===== src/rtl/dcc_regs.svh =====
// Constants for the DDR4 command and control input front end.
// Assumes a single reference clock that stands for the true clock's rising
// crossing; figures below are counts, bit positions or codes, save the clock limit in MHz.
`ifndef DCC_REGS_SVH
`define DCC_REGS_SVH
`define DCC_NUM_BANKS       8
`define DCC_ADDR_W          17
`define DCC_AUTO_CLOSE_BIT  10
`define DCC_CHOP_BIT        12
`define DCC_CMD_HI          16
`define DCC_CMD_LO          14
`define DCC_BL_EIGHT        2'h0
`define DCC_BL_CHOP         2'h1
`define DCC_BL_OTF          2'h2
`define DCC_ADD_ZERO        2'h0
`define DCC_ADD_RD1         2'h1
`define DCC_ADD_RD2         2'h2
`define DCC_BURST_FOUR      4'h4
`define DCC_BURST_EIGHT     4'h8
`define DCC_PRE_ONE         2'h1
`define DCC_PRE_TWO         2'h2
`define DCC_MAX_CLK_MHZ     1600
`define DCC_SYNC_W          24
// Synchroniser reset levels: clock-gate, chip select and row-open idle high.
`define DCC_PIN_RST         24'hE00000
`endif


===== src/rtl/dcc_pkg.sv =====
// Types shared by the command front end modules.
// Assumes nothing of its surroundings.
package dcc_pkg;
   typedef enum logic [3:0] {
      CMD_NONE, CMD_MRS, CMD_REF, CMD_PRE, CMD_RFU,
      CMD_WR, CMD_RD, CMD_ZQ, CMD_NOP, CMD_ACT
   } dcc_cmd_t;

   typedef enum logic [1:0] {
      PS_RUN, PS_PRE_PD, PS_ACT_PD, PS_SELF_REF
   } dcc_pwr_t;

   // Bank group is the upper index bit, bank address the lower two.
   function automatic logic [2:0] dcc_bank_idx(input logic       bg,
                                               input logic [1:0] ba);
      dcc_bank_idx = {bg, ba};
   endfunction : dcc_bank_idx
endpackage : dcc_pkg


===== src/rtl/dcc_cmd_if.sv =====
// Decoded command handed from the decoder to the control core.
// Assumes both ends run on the same reference clock.
`timescale 1ns/1ps
interface dcc_cmd_if;
   import dcc_pkg::*;
   logic            valid;
   dcc_cmd_t        kind;
   logic [2:0]      bank;
   logic [16:0]     row;
   logic            auto_close;
   logic            chop_n;
   modport dec  (output valid, kind, bank, row, auto_close, chop_n);
   modport core (input  valid, kind, bank, row, auto_close, chop_n);
endinterface : dcc_cmd_if


===== src/rtl/dcc_sync.sv =====
// Two-stage synchroniser for a vector of pin inputs.
// Assumes each bit is independent; no word coherence is promised.
`timescale 1ns/1ps
module dcc_sync #(
   parameter int           W       = 1,
   parameter logic [W-1:0] RST_VAL = '0
) (
   input  wire logic         ref_clk_i,
   input  wire logic         rst_n_i,
   input  wire logic [W-1:0] d_i,
   output logic      [W-1:0] q_o
);
   logic [W-1:0] meta_q;

   always_ff @(posedge ref_clk_i) begin
      // Reset to the idle levels of the pins, so that a release of reset
      // never shows the logic a false clock-gate or command edge.
      if (!rst_n_i) begin
         meta_q <= RST_VAL;
         q_o    <= RST_VAL;
      end else begin
         meta_q <= d_i;
         q_o    <= meta_q;
      end
   end
endmodule : dcc_sync


===== src/rtl/dcc_cmd_decode.sv =====
// Command decoder for sampled chip-select, row-open and command pins.
// Assumes its inputs are already synchronised and that en_i is registered.
`timescale 1ns/1ps
`include "dcc_regs.svh"
module dcc_cmd_decode (
   input  wire logic        en_i,
   input  wire logic        cs_n_i,
   input  wire logic        act_n_i,
   input  wire logic [16:0] addr_i,
   input  wire logic        bg_i,
   input  wire logic [1:0]  ba_i,
   dcc_cmd_if.dec           cmd
);
   import dcc_pkg::*;

   always_comb begin
      cmd.kind = CMD_NONE;
      if (en_i && !cs_n_i) begin
         if (!act_n_i) begin
            cmd.kind = CMD_ACT;
         end else begin
            unique case (addr_i[`DCC_CMD_HI:`DCC_CMD_LO])
               3'h0: cmd.kind = CMD_MRS;
               3'h1: cmd.kind = CMD_REF;
               3'h2: cmd.kind = CMD_PRE;
               3'h3: cmd.kind = CMD_RFU;
               3'h4: cmd.kind = CMD_WR;
               3'h5: cmd.kind = CMD_RD;
               3'h6: cmd.kind = CMD_ZQ;
               3'h7: cmd.kind = CMD_NOP;
            endcase
         end
      end
      cmd.valid      = (cmd.kind != CMD_NONE) && (cmd.kind != CMD_NOP);
      cmd.bank       = dcc_bank_idx(bg_i, ba_i);
      cmd.row        = addr_i;
      cmd.auto_close = addr_i[`DCC_AUTO_CLOSE_BIT];
      cmd.chop_n     = addr_i[`DCC_CHOP_BIT];
   end
endmodule : dcc_cmd_decode


===== src/rtl/dcc_cmd_ctrl.sv =====
// Command and control input front end of a 16-bit DDR4 memory device.
// Assumes ref_clk_i is the true clock; its rising edge is the crossing at
// which the complementary clock falls, so no separate complement port exists.
`timescale 1ns/1ps
`include "dcc_regs.svh"
module dcc_cmd_ctrl (
   input  wire logic              ref_clk_i,
   input  wire logic              rst_n_i,
   input  wire logic              cke_i,
   input  wire logic              cs_n_i,
   input  wire logic              row_open_cmd_n_i,
   input  wire logic              on_die_term_ctrl_i,
   input  wire logic [16:0]       addr_i,
   input  wire logic              bg_i,
   input  wire logic [1:0]        ba_i,
   input  wire logic              termination_default_dis_i,
   input  wire logic [1:0]        added_delay_setting_i,
   input  wire logic [5:0]        read_delay_setting_i,
   input  wire logic [1:0]        burst_mode_i,
   input  wire logic              burst_interleave_i,
   input  wire logic              preamble_two_i,
   output logic                   int_clk_en_o,
   output logic                   out_drv_en_o,
   output logic                   clk_buf_en_o,
   output logic                   term_buf_en_o,
   output logic                   cke_buf_en_o,
   output logic                   cmd_buf_en_o,
   output dcc_pkg::dcc_pwr_t      pwr_state_o,
   output logic                   term_on_o,
   output logic                   cmd_valid_o,
   output dcc_pkg::dcc_cmd_t      cmd_kind_o,
   output logic [2:0]             cmd_bank_o,
   output logic [16:0]            row_addr_o,
   output logic                   auto_close_o,
   output logic                   close_all_o,
   output logic [3:0]             burst_len_o,
   output logic                   burst_interleave_o,
   output logic [7:0]             bank_open_o,
   output logic [5:0]             added_delay_o,
   output logic [1:0]             preamble_cycles_o
);
   import dcc_pkg::*;

   logic [`DCC_SYNC_W-1:0] pins_s;
   logic                   cke_s;
   logic                   cs_n_s;
   logic                   act_n_s;
   logic                   term_req_s;
   logic                   bg_s;
   logic [1:0]             ba_s;
   logic [16:0]            addr_s;
   dcc_pwr_t               pwr_d;
   logic                   exec;
   logic                   sre;
   logic                   any_open;
   logic                   is_access;

   dcc_cmd_if cmd ();

   // Every path from a synchronised pin to an output passes at least three register stages, and from a
   // setting input one; each is a single cycle, so no multicycle budget limits the clock rate.
   // single-cycle paths
   dcc_sync #(
      .W       (`DCC_SYNC_W),
      .RST_VAL (`DCC_PIN_RST)
   ) u_sync (
      .ref_clk_i (ref_clk_i),
      .rst_n_i   (rst_n_i),
      .d_i       ({cke_i, cs_n_i, row_open_cmd_n_i, on_die_term_ctrl_i,
                   bg_i, ba_i, addr_i}),
      .q_o       (pins_s)
   );

   assign {cke_s, cs_n_s, act_n_s, term_req_s, bg_s, ba_s, addr_s} = pins_s;

   // The decoder sees the pins only while the command buffers are on, so a
   // gated buffer cannot leak a stale command into the core.
   dcc_cmd_decode u_dec (
      .en_i    (cmd_buf_en_o),
      .cs_n_i  (cs_n_s),
      .act_n_i (act_n_s),
      .addr_i  (addr_s),
      .bg_i    (bg_s),
      .ba_i    (ba_s),
      .cmd     (cmd.dec)
   );

   // A command with the clock-gate low is an entry request, not an access.
   assign exec      = cmd.valid && cke_s && (pwr_state_o == PS_RUN);
   assign sre       = cmd.valid && (cmd.kind == CMD_REF) && !cke_s;
   assign any_open  = |bank_open_o;
   assign is_access = (cmd.kind == CMD_RD) || (cmd.kind == CMD_WR);

   always_comb begin
      pwr_d = pwr_state_o;
      unique case (pwr_state_o)
         PS_RUN: begin
            if (!cke_s) begin
               if (sre && !any_open) begin
                  pwr_d = PS_SELF_REF;
               end else if (any_open) begin
                  pwr_d = PS_ACT_PD;
               end else begin
                  pwr_d = PS_PRE_PD;
               end
            end
         end
         PS_PRE_PD, PS_ACT_PD: begin
            if (cke_s) begin
               pwr_d = PS_RUN;
            end
         end
         PS_SELF_REF: begin
            if (cke_s) begin
               pwr_d = PS_RUN;
            end
         end
      endcase
   end

   always_ff @(posedge ref_clk_i) begin
      if (!rst_n_i) begin
         pwr_state_o <= PS_RUN;
      end else begin
         pwr_state_o <= pwr_d;
      end
   end

   // Enables follow the next state so they change with the state itself.
   always_ff @(posedge ref_clk_i) begin
      if (!rst_n_i) begin
         int_clk_en_o  <= 1'b1;
         out_drv_en_o  <= 1'b1;
         clk_buf_en_o  <= 1'b1;
         term_buf_en_o <= 1'b1;
         cke_buf_en_o  <= 1'b1;
         cmd_buf_en_o  <= 1'b1;
      end else begin
         int_clk_en_o  <= (pwr_d == PS_RUN);
         out_drv_en_o  <= (pwr_d == PS_RUN);
         clk_buf_en_o  <= (pwr_d != PS_SELF_REF);
         term_buf_en_o <= (pwr_d != PS_SELF_REF);
         cke_buf_en_o  <= 1'b1;
         cmd_buf_en_o  <= (pwr_d == PS_RUN);
      end
   end

   always_ff @(posedge ref_clk_i) begin
      if (!rst_n_i) begin
         term_on_o <= 1'b0;
      end else begin
         term_on_o <= term_req_s && term_buf_en_o
                      && !termination_default_dis_i;
      end
   end

   always_ff @(posedge ref_clk_i) begin
      if (!rst_n_i) begin
         cmd_valid_o  <= 1'b0;
         cmd_kind_o   <= CMD_NONE;
         cmd_bank_o   <= 3'h0;
         row_addr_o   <= 17'h00000;
         auto_close_o <= 1'b0;
         close_all_o  <= 1'b0;
      end else begin
         cmd_valid_o <= exec;
         if (exec) begin
            cmd_kind_o   <= cmd.kind;
            cmd_bank_o   <= cmd.bank;
            row_addr_o   <= cmd.row;
            auto_close_o <= is_access && cmd.auto_close;
            close_all_o  <= (cmd.kind == CMD_PRE) && cmd.auto_close;
         end
      end
   end

   always_ff @(posedge ref_clk_i) begin
      if (!rst_n_i) begin
         burst_len_o        <= `DCC_BURST_EIGHT;
         burst_interleave_o <= 1'b0;
      end else if (exec && is_access) begin
         unique case (burst_mode_i)
            `DCC_BL_CHOP: burst_len_o <= `DCC_BURST_FOUR;
            `DCC_BL_OTF:  burst_len_o <= cmd.chop_n ? `DCC_BURST_EIGHT
                                                    : `DCC_BURST_FOUR;
            default:      burst_len_o <= `DCC_BURST_EIGHT;
         endcase
         burst_interleave_o <= burst_interleave_i;
      end
   end

   // Banks are marked closed at the auto-close command itself; the actual
   // precharge delay is the array's concern, not this front end's.
   always_ff @(posedge ref_clk_i) begin
      if (!rst_n_i) begin
         bank_open_o <= 8'h00;
      end else if (exec) begin
         if (cmd.kind == CMD_ACT) begin
            bank_open_o[cmd.bank] <= 1'b1;
         end else if (cmd.kind == CMD_PRE) begin
            if (cmd.auto_close) begin
               bank_open_o <= 8'h00;
            end else begin
               bank_open_o[cmd.bank] <= 1'b0;
            end
         end else if (is_access && cmd.auto_close) begin
            bank_open_o[cmd.bank] <= 1'b0;
         end
      end
   end

   always_ff @(posedge ref_clk_i) begin
      if (!rst_n_i) begin
         added_delay_o <= 6'h00;
      end else begin
         unique case (added_delay_setting_i)
            `DCC_ADD_RD1: added_delay_o <= read_delay_setting_i - 6'h01;
            `DCC_ADD_RD2: added_delay_o <= read_delay_setting_i - 6'h02;
            default:      added_delay_o <= 6'h00;
         endcase
      end
   end

   always_ff @(posedge ref_clk_i) begin
      if (!rst_n_i) begin
         preamble_cycles_o <= `DCC_PRE_ONE;
      end else begin
         preamble_cycles_o <= preamble_two_i ? `DCC_PRE_TWO : `DCC_PRE_ONE;
      end
   end

   act_pd_entry_a: assert property (
      @(posedge ref_clk_i) disable iff (!rst_n_i)
      (pwr_state_o == PS_RUN && !cke_s && any_open)
      |=> (pwr_state_o == PS_ACT_PD))
      else $error("open bank did not enter active power-down");

   pre_pd_entry_a: assert property (
      @(posedge ref_clk_i) disable iff (!rst_n_i)
      (pwr_state_o == PS_RUN && !cke_s && !any_open && !sre)
      |=> (pwr_state_o == PS_PRE_PD))
      else $error("idle banks did not enter precharge power-down");

   sr_exit_a: assert property (
      @(posedge ref_clk_i) disable iff (!rst_n_i)
      (pwr_state_o == PS_SELF_REF && cke_s) |=> (pwr_state_o == PS_RUN))
      else $error("self-refresh exit missed");

   run_clocks_a: assert property (
      @(posedge ref_clk_i) disable iff (!rst_n_i)
      (int_clk_en_o && out_drv_en_o) == (pwr_state_o == PS_RUN))
      else $error("clock enables disagree with power state");

   pd_buffers_a: assert property (
      @(posedge ref_clk_i) disable iff (!rst_n_i)
      (pwr_state_o inside {PS_PRE_PD, PS_ACT_PD})
      |-> (!cmd_buf_en_o && clk_buf_en_o && term_buf_en_o && cke_buf_en_o))
      else $error("wrong buffers gated in power-down");

   sr_buffers_a: assert property (
      @(posedge ref_clk_i) disable iff (!rst_n_i)
      (pwr_state_o == PS_SELF_REF)
      |-> (!cmd_buf_en_o && !clk_buf_en_o && !term_buf_en_o && cke_buf_en_o))
      else $error("wrong buffers gated in self-refresh");

   cs_mask_a: assert property (
      @(posedge ref_clk_i) disable iff (!rst_n_i)
      cs_n_s |=> !cmd_valid_o)
      else $error("command taken with chip select high");

   term_apply_a: assert property (
      @(posedge ref_clk_i) disable iff (!rst_n_i)
      (term_req_s && !termination_default_dis_i && pwr_state_o == PS_RUN)
      |=> term_on_o)
      else $error("termination not applied");

   term_ignore_a: assert property (
      @(posedge ref_clk_i) disable iff (!rst_n_i)
      termination_default_dis_i |=> !term_on_o)
      else $error("termination applied while disabled");

   act_open_a: assert property (
      @(posedge ref_clk_i) disable iff (!rst_n_i)
      (exec && cmd.kind == CMD_ACT)
      |=> (cmd_kind_o == CMD_ACT) && bank_open_o[cmd_bank_o]
          && (row_addr_o == $past(addr_s)))
      else $error("activate did not open the addressed row");

   chop_four_a: assert property (
      @(posedge ref_clk_i) disable iff (!rst_n_i)
      (exec && is_access && burst_mode_i == `DCC_BL_OTF && !cmd.chop_n)
      |=> (burst_len_o == `DCC_BURST_FOUR))
      else $error("on-the-fly chop ignored");

   added_delay_a: assert property (
      @(posedge ref_clk_i) disable iff (!rst_n_i)
      (added_delay_setting_i == `DCC_ADD_RD2)
      |=> (added_delay_o == $past(read_delay_setting_i) - 6'h02))
      else $error("added delay not read delay minus two");

   close_all_a: assert property (
      @(posedge ref_clk_i) disable iff (!rst_n_i)
      (exec && cmd.kind == CMD_PRE && cmd.auto_close)
      |=> (bank_open_o == 8'h00) && close_all_o)
      else $error("precharge of all banks left a bank open");

   access_close_a: assert property (
      @(posedge ref_clk_i) disable iff (!rst_n_i)
      (exec && is_access && cmd.auto_close)
      |=> auto_close_o && !bank_open_o[cmd_bank_o])
      else $error("auto close did not close the bank");

   chop_mode_a: assert property (
      @(posedge ref_clk_i) disable iff (!rst_n_i)
      (exec && is_access && burst_mode_i == `DCC_BL_CHOP)
      |=> (burst_len_o == `DCC_BURST_FOUR))
      else $error("fixed chop mode gave a long burst");

   eight_mode_a: assert property (
      @(posedge ref_clk_i) disable iff (!rst_n_i)
      (exec && is_access && burst_mode_i == `DCC_BL_EIGHT)
      |=> (burst_len_o == `DCC_BURST_EIGHT))
      else $error("fixed eight mode gave a short burst");

   burst_order_a: assert property (
      @(posedge ref_clk_i) disable iff (!rst_n_i)
      (exec && is_access)
      |=> (burst_interleave_o == $past(burst_interleave_i)))
      else $error("burst ordering not taken");

   gated_no_cmd_a: assert property (
      @(posedge ref_clk_i) disable iff (!rst_n_i)
      (pwr_state_o != PS_RUN) |=> !cmd_valid_o)
      else $error("command executed while gated");

   preamble_two_a: assert property (
      @(posedge ref_clk_i) disable iff (!rst_n_i)
      preamble_two_i |=> (preamble_cycles_o == `DCC_PRE_TWO))
      else $error("two-cycle preamble not selected");
endmodule : dcc_cmd_ctrl


===== config.mk =====
export PLATFORM = sky130hd
export DESIGN_NAME = dcc_cmd_ctrl
export DESIGN_NICKNAME = d
export VERILOG_FILES = /design/src/rtl/dcc_pkg.sv /design/src/rtl/dcc_cmd_if.sv /design/src/rtl/dcc_sync.sv /design/src/rtl/dcc_cmd_decode.sv /design/src/rtl/dcc_cmd_ctrl.sv
export VERILOG_INCLUDE_DIRS = /design/src /design/src/rtl
export SDC_FILE = /design/constraint.sdc
export NUM_CORES = 1
export LEC_CHECK = 0
export CORE_ASPECT_RATIO = 1.25
export CORE_MARGIN = 3
export CORE_UTILIZATION = 65
export DETAILED_ROUTE_END_ITERATION = 12
export DONT_BUFFER_PORTS = 1
export PLACE_DENSITY_LB_ADDON = 0.2
export SLEW_MARGIN = 0
export SYNTH_ARGS = -nofsm -noshare
export SYNTH_HDL_FRONTEND = slang
export SYNTH_SLANG_ARGS = --single-unit

===== constraint.sdc =====
create_clock -name ref_clk_i -period 4.6 [get_ports ref_clk_i]
set_input_delay 0.92 -clock ref_clk_i [delete_from_list [all_inputs] [get_ports ref_clk_i]]
set_output_delay 0.92 -clock ref_clk_i [all_outputs]
set_load 0.005 [all_outputs]

==> results.cfg, run 1 <==
[cells_and_area]
post_route_cells_drive_above_1_share = 0.0659
mostFrequentLayoutCell = dfxtp_1
layout.cells.most_common_list = dfxtp_1 (103), and2_1 (41), nor2_1 (32), mux2i_1 (22), nand2_1 (19)
syn2layout_area_growth_pct = 3.29
finish.instance_area_um2 = 3930
post_layout_nonfiller_instances = 428
antennaDiodeCount = 0
fin_nets = 407

[run]
max_cap_violations = 0

[clock_network]
cts-htree-levels = 3
tritoncts = yes
cts_buf_count = 9
postCtsSetupBuffers = 0
clk_path_buf_depth = 2
clk_pin_slew_worst_paths_ps = 100
cts-resized-gates = 0
post_cts_hold_buffer_count = 0
cts_num_sinks = 103
clock-root-buffer = clkbuf_8
clk_latency_ps = 370

[power_and_ir_drop]
pwr_per_cell_area_nw_per_um2 = 396
p_int_w = 0.00118
power_frac_comb = 0.054
power.ir.vdd_worst_v = 0.000317
power.share.switching = 0.240
sequentialPowerShare = 0.608
leakage_nw = 1.52
p_sw_w = 0.000373
clockPowerShare = 0.338

[setup_path]
end_kind = register
worstPathRequired_ps = 4860
cp_data_arrival_time_ps = 2310
timing.critical_path.slowest_stage_cell = or3b_4
critical_path.startpoint_type = register
critical_path_peak_fanout = 16
worst_path_dominant_cell_family = simple AND/OR/NAND/NOR gates
critical-path-max-stage-delay_ps = 470
worst-setup-path-type = reg -> reg
crit_buf_inv = 1
crit_path_cell_trace = or3b_4 -> nor3_4 -> buf_4 -> mux2i_1 -> nor2_1

[routing]
routed-via-count = 2423
viasPerCell = 5.66
wl_per_cell_um = 15.6
routed_wirelength_um = 6680
number_of_remaining_drc_errors = 0
detailedRoute.firstPassIterationCount = 4
antenna_left = 0
drt_iter0_drc = 143

[die]
initial_core_util = 0.684
placeableCoreArea_um2 = 5560
chipHeight_um = 91.5
num_rows = 30
fp.dieArea_um2 = 6810
die_x_um = 74.4
io-pin-count = 96

[placement]
total_of_buffers_placed_on_input_and_output_ports = 0
postPlaceCellArea_um2 = 3740
place_worst_setup_slack_ps = 2540
hpwlAfterDp_um = 4710
placed_cells_incl_taps = 412
finalWeightedCongestion = 0.821

[global_routing]
global_route.usage.total = 0.208
grt_first_pass_wirelength_um = 10900
overflow = 0
grt_max_degree = 67
initial_antenna_violation_count = 0
grt_pass1_vias = 2325

[hold_path]
min_path_type = reg -> reg

[logic_synthesis]
synth.lib_cells_used.distinct = 46
synth_compound_gate_area_share = 0.0935
synth_mux_area_frac = 0.0579
warnings_synthesis = 0
yosys.area_share.simple = 0.209
synth_async_sr_flop_share = 0
post_synth.cell_area_avg_um2 = 10.3
synth-xor-area-share = 0.00461
yosys.area_share.adder = 0.0296
synth_edf_count = 0
synth.yosys.seq_area_share = 0.542
synth_top_family_by_area = simple AND/OR/NAND/NOR gates
synth_flop_cell = dfxtp_1
syn-instance-count = 369
synth.ff_latch_count = 103
synthesis.area_um2 = 3800

[sta]
setup_viol = 0
max_slew_margin = 0.508
report.final.hold_viol_count = 0
post-route-worst-setup-slack_ps = 2540
share_of_the_cycle_needed_by_the_critical_path_after_routing = 0.447
fin_worst_hold_slack_ps = 416
tightestPinTransition_ps = 727
rsz_0062_raised_after_global_routing = false
timing.setup.tns_ps = 0
maxClockFrequency_mhz = 486
report.final.slew_viol_count = 0
fin_worst_skew_ps = 11.6
finalWorstPathRequiredPeriod_ps = 2060

[outcome]
status = finished, final reports clean
-- cell usage after synthesis (3+ instances only) --
cell type / instances / share of area
buf_6: 3 / 0.0089
clkbuf_1: 10 / 0.0099
and3_1: 3 / 0.0049
or3b_1: 3 / 0.0069
nor2b_1: 5 / 0.0082
o2111ai_1: 3 / 0.0069
a32oi_1: 6 / 0.014
mux2i_1: 22 / 0.058
inv_1: 17 / 0.017
nand2b_1: 12 / 0.020
o21ai_0: 9 / 0.012
nor2_1: 32 / 0.032
nand2_1: 19 / 0.019
o211ai_1: 4 / 0.0079
buf_4: 9 / 0.018
and2_1: 41 / 0.067
nand3_1: 8 / 0.011
o311ai_0: 4 / 0.0092
ha_1: 9 / 0.030
dfxtp_1: 103 / 0.54
a21oi_1: 12 / 0.016
-- power groups by stage --
stage,clock [W],sequential (W),combinational (W)
2_1_floorplan,0,0.000958,0.0000847
3_3_place_gp,0,0.000965,0.0000808
3_5_place_dp,0,0.000967,0.0000839
4_1_cts,0.000541,0.000946,0.0000844
5_1_grt,0.000579,0.000951,0.0000963
6_report,0.000526,0.000946,0.0000841
-- worst paths after layout --
check,startpoint,end,slack (ps),depth (start not counted)
worst min register to register,u_sync.meta_q[22],u_sync.q_o[22],420,1
worst max register to register,pwr_state_o[0],row_addr_o[7],2540,5
worst max-delay path,pwr_state_o[0],row_addr_o[7],2540,5
worst min-delay path,u_sync.meta_q[22],u_sync.q_o[22],420,1
-- cells by family (layout without fill, tap and decap cells) --
| group | after synthesis | after routing |
|---|---|---|
| simple gates | 141 | 141 |
| flops | 103 | 103 |
| compound gates | 49 | 49 |
| buf+inv | 41 | 35 |
| mux | 22 | 22 |
| fa+ha+maj | 9 | 9 |
| other cells | 2 | 3 |
| xor+xnor | 2 | 2 |
-- area by class of cell --
type                            count  area, um2
Multi-Input combinational cell    226       1520
Fill cell                         417       1630
Inverter                           17       63.8
Tap cell                           64       80.1
Clock buffer                       10        138
Sequential cell                   103       2060
Timing Repair Buffer                2       15.0
Clock inverter                      6       51.3
-- layer usage --
layer  vias to the layer above  global-route usage  wire length (um)
li1                       1221                   -                 -
met1                      1090               0.258              2800
met2                       105               0.309              2980
met3                         7               0.102               805
met4                         0              0.0757                97
met5                         -                   0                 0
-- worst register-to-register path, cell delays in order, from the launching register on --
cell     delay [ps]
dfxtp_1         370
or3b_4          470
nor3_4          430
buf_4           370
mux2i_1         250
nor2_1           60
-- sequential cells by signal (all words and copies together), names as in the netlist, 2 cells and up, named ones only --
register	cells
u_sync.meta_q	24
row_addr_o	17
added_delay_o	6
bank_open_o	8
preamble_cycles_o	2
u_sync.q_o	24
cmd_bank_o	3
cmd_kind_o	4
burst_len_o	2
pwr_state_o	2
-- metrics by stage --
step	power [W]	utilization
finish	0.00156	0.707
detailed placement	0.00105	0.673
global route	0.00163	0.707
global placement	0.00105	0.673
CTS	0.00157	0.707
floorplan	0.00104	-
No activity file was read; power rests on OpenSTA's default activity.
==> inputs of run 2 (changes only) <==
--- a/config.mk
+++ b/config.mk
@@ -8,7 +8,7 @@
 export LEC_CHECK = 0
 export CORE_ASPECT_RATIO = 1.25
 export CORE_MARGIN = 3
-export CORE_UTILIZATION = 65
+export CORE_UTILIZATION = 56
 export DETAILED_ROUTE_END_ITERATION = 12
 export DONT_BUFFER_PORTS = 1
 export PLACE_DENSITY_LB_ADDON = 0.2
==> constraint.sdc (replaced) <==
create_clock -name ref_clk_i -period 1.8 [get_ports ref_clk_i]
set_input_delay 0.36 -clock ref_clk_i [delete_from_list [all_inputs] [get_ports ref_clk_i]]
set_output_delay 0.36 -clock ref_clk_i [all_outputs]
set_load 0.005 [all_outputs]
==> run 2 against run 1 <==
  * Worst setup slack got worse by 2400 ps
  * Cell count is 6.3% higher
  * Register-to-register slack lost 2400 ps
==> results.cfg, run 2 (same netlist as run 1, synthesis figures left out) <==
[routing]
wl_per_cell_um = 14.9
viasPerCell = 5.52
routed-via-count = 2511
routed_wirelength_um = 6760
drt_iter0_drc = 102
detailedRoute.firstPassIterationCount = 5
number_of_remaining_drc_errors = 0
antenna_left = 0

[run]
max_cap_violations = 0

[cells_and_area]
finish.instance_area_um2 = 4040
fin_nets = 413
layout.cells.most_common_list = dfxtp_1 (103), and2_1 (41), nor2_1 (32), mux2i_1 (22), nand2_1 (19)
syn2layout_area_growth_pct = 6.15
multiInputGateArea_um2 = 1520
mostFrequentLayoutCell = dfxtp_1
post_route_cells_drive_above_1_share = 0.0838
largest_registers = u_sync.meta_q (24), u_sync.q_o (24), row_addr_o (17)
count_of_fill_cells_added_during_filler_insertion = 520
area.sequential_um2 = 2060
antennaDiodeCount = 0

[clock_network]
clock-root-buffer = clkbuf_8
clk_path_buf_depth = 2
cts-htree-levels = 3
cts_buf_count = 9
clk_latency_ps = 360
tritoncts = yes
clk_pin_slew_worst_paths_ps = 100
post_cts_hold_buffer_count = 0
cts_num_sinks = 103

[global_routing]
initial_antenna_violation_count = 0
grt_first_pass_wirelength_um = 11300
global_route.usage.total = 0.183
grt_max_degree = 67
grt_pass1_vias = 2458
overflow = 0

[power_and_ir_drop]
p_int_w = 0.00315
p_sw_w = 0.000995
leakage_nw = 1.57
sequentialPowerShare = 0.582
clockPowerShare = 0.362
power_frac_comb = 0.055
power.share.switching = 0.240
pwr_per_cell_area_nw_per_um2 = 1030
power.ir.vdd_worst_v = 0.000594

[die]
die_x_um = 79.7
chipHeight_um = 98.1
io-pin-count = 96
num_rows = 32
fp.dieArea_um2 = 7820
placeableCoreArea_um2 = 6370
initial_core_util = 0.597

[sta]
fin_worst_skew_ps = 5.87
max_slew_margin = 0.645
tightestPinTransition_ps = 533
report.final.hold_viol_count = 0
rsz_0062_raised_after_global_routing = false
maxClockFrequency_mhz = 592
finalWorstPathRequiredPeriod_ps = 1690
setup_viol = 0
fin_worst_hold_slack_ps = 80.1
share_of_the_cycle_needed_by_the_critical_path_after_routing = 0.938
timing.setup.tns_ps = 0
report.final.slew_viol_count = 0

[setup_path]
cp_data_arrival_time_ps = 1930
critical_path_peak_fanout = 7
worstPathRequired_ps = 2040
worst-setup-path-type = reg -> reg
critical_path.startpoint_type = register
end_kind = register

[placement]
postPlaceCellArea_um2 = 3820
finalWeightedCongestion = 0.828
hpwlAfterDp_um = 4690
total_of_buffers_placed_on_input_and_output_ports = 0

[hold_path]
min_path_type = in -> reg

[outcome]
status = finished, final reports clean
-- run 2: through the flow --
| stage | total power, W | worst slack [ps] | instances | util |
|---|---|---|---|---|
| 2_1_floorplan | 0.00267 | 104 | 370 | - |
| 3_3_place_gp | 0.00269 | 104 | 439 | 0.600 |
| 3_5_place_dp | 0.00270 | 77.1 | 439 | 0.600 |
| 4_1_cts | 0.00419 | 53.8 | 455 | 0.633 |
| 5_1_grt | 0.00431 | 15.0 | 455 | 0.634 |
| 6_report | 0.00414 | 111 | 455 | 0.634 |
-- run 2: area by class of cell --
class / count / share of cell area
Timing Repair Buffer: 8 / 0.0180
Multi-Input combinational cell: 226 / 0.377
Tap cell: 85 / 0.0263
Inverter: 17 / 0.0158
Clock buffer: 9 / 0.0307
Clock inverter: 7 / 0.0211
Sequential cell: 103 / 0.511
-- run 2: critical path, stage by stage, from the launching register on --
cell     delay (ps)
dfxtp_1         340
or3b_4          430
or3_2           550
a32oi_1         190
nor2_1           60
-- run 2: timing repair --
item,CTS,global route
setup buffers,0,0
gates resized for setup,0,1
setup endpoints to repair,0,7
-- run 2: power by group through the flow --
stage | combinational [W] | clock, W | sequential (W)
2_1_floorplan | 0.000216 | 0 | 0.00245
3_3_place_gp | 0.000224 | 0 | 0.00246
3_5_place_dp | 0.000230 | 0 | 0.00247
4_1_cts | 0.000232 | 0.00155 | 0.00241
5_1_grt | 0.000262 | 0.00163 | 0.00242
6_report | 0.000230 | 0.00150 | 0.00241
-- run 2: routing by layer --
layer	wire length (um)	track usage
met1	2760	0.203
met2	3320	0.304
met3	599	0.0683
met4	72	0.0886
met5	0	0
-- run 2: final timing paths --
check	from	to	slack (ps)	cells after the start
setup / recovery	u_sync.q_o[23]	cmd_kind_o[2]	110	4
hold / removal	preamble_two_i	preamble_cycles_o[0]	80	1
setup reg to reg	u_sync.q_o[23]	cmd_kind_o[2]	110	4
hold reg to reg	u_sync.meta_q[21]	u_sync.q_o[21]	410	1
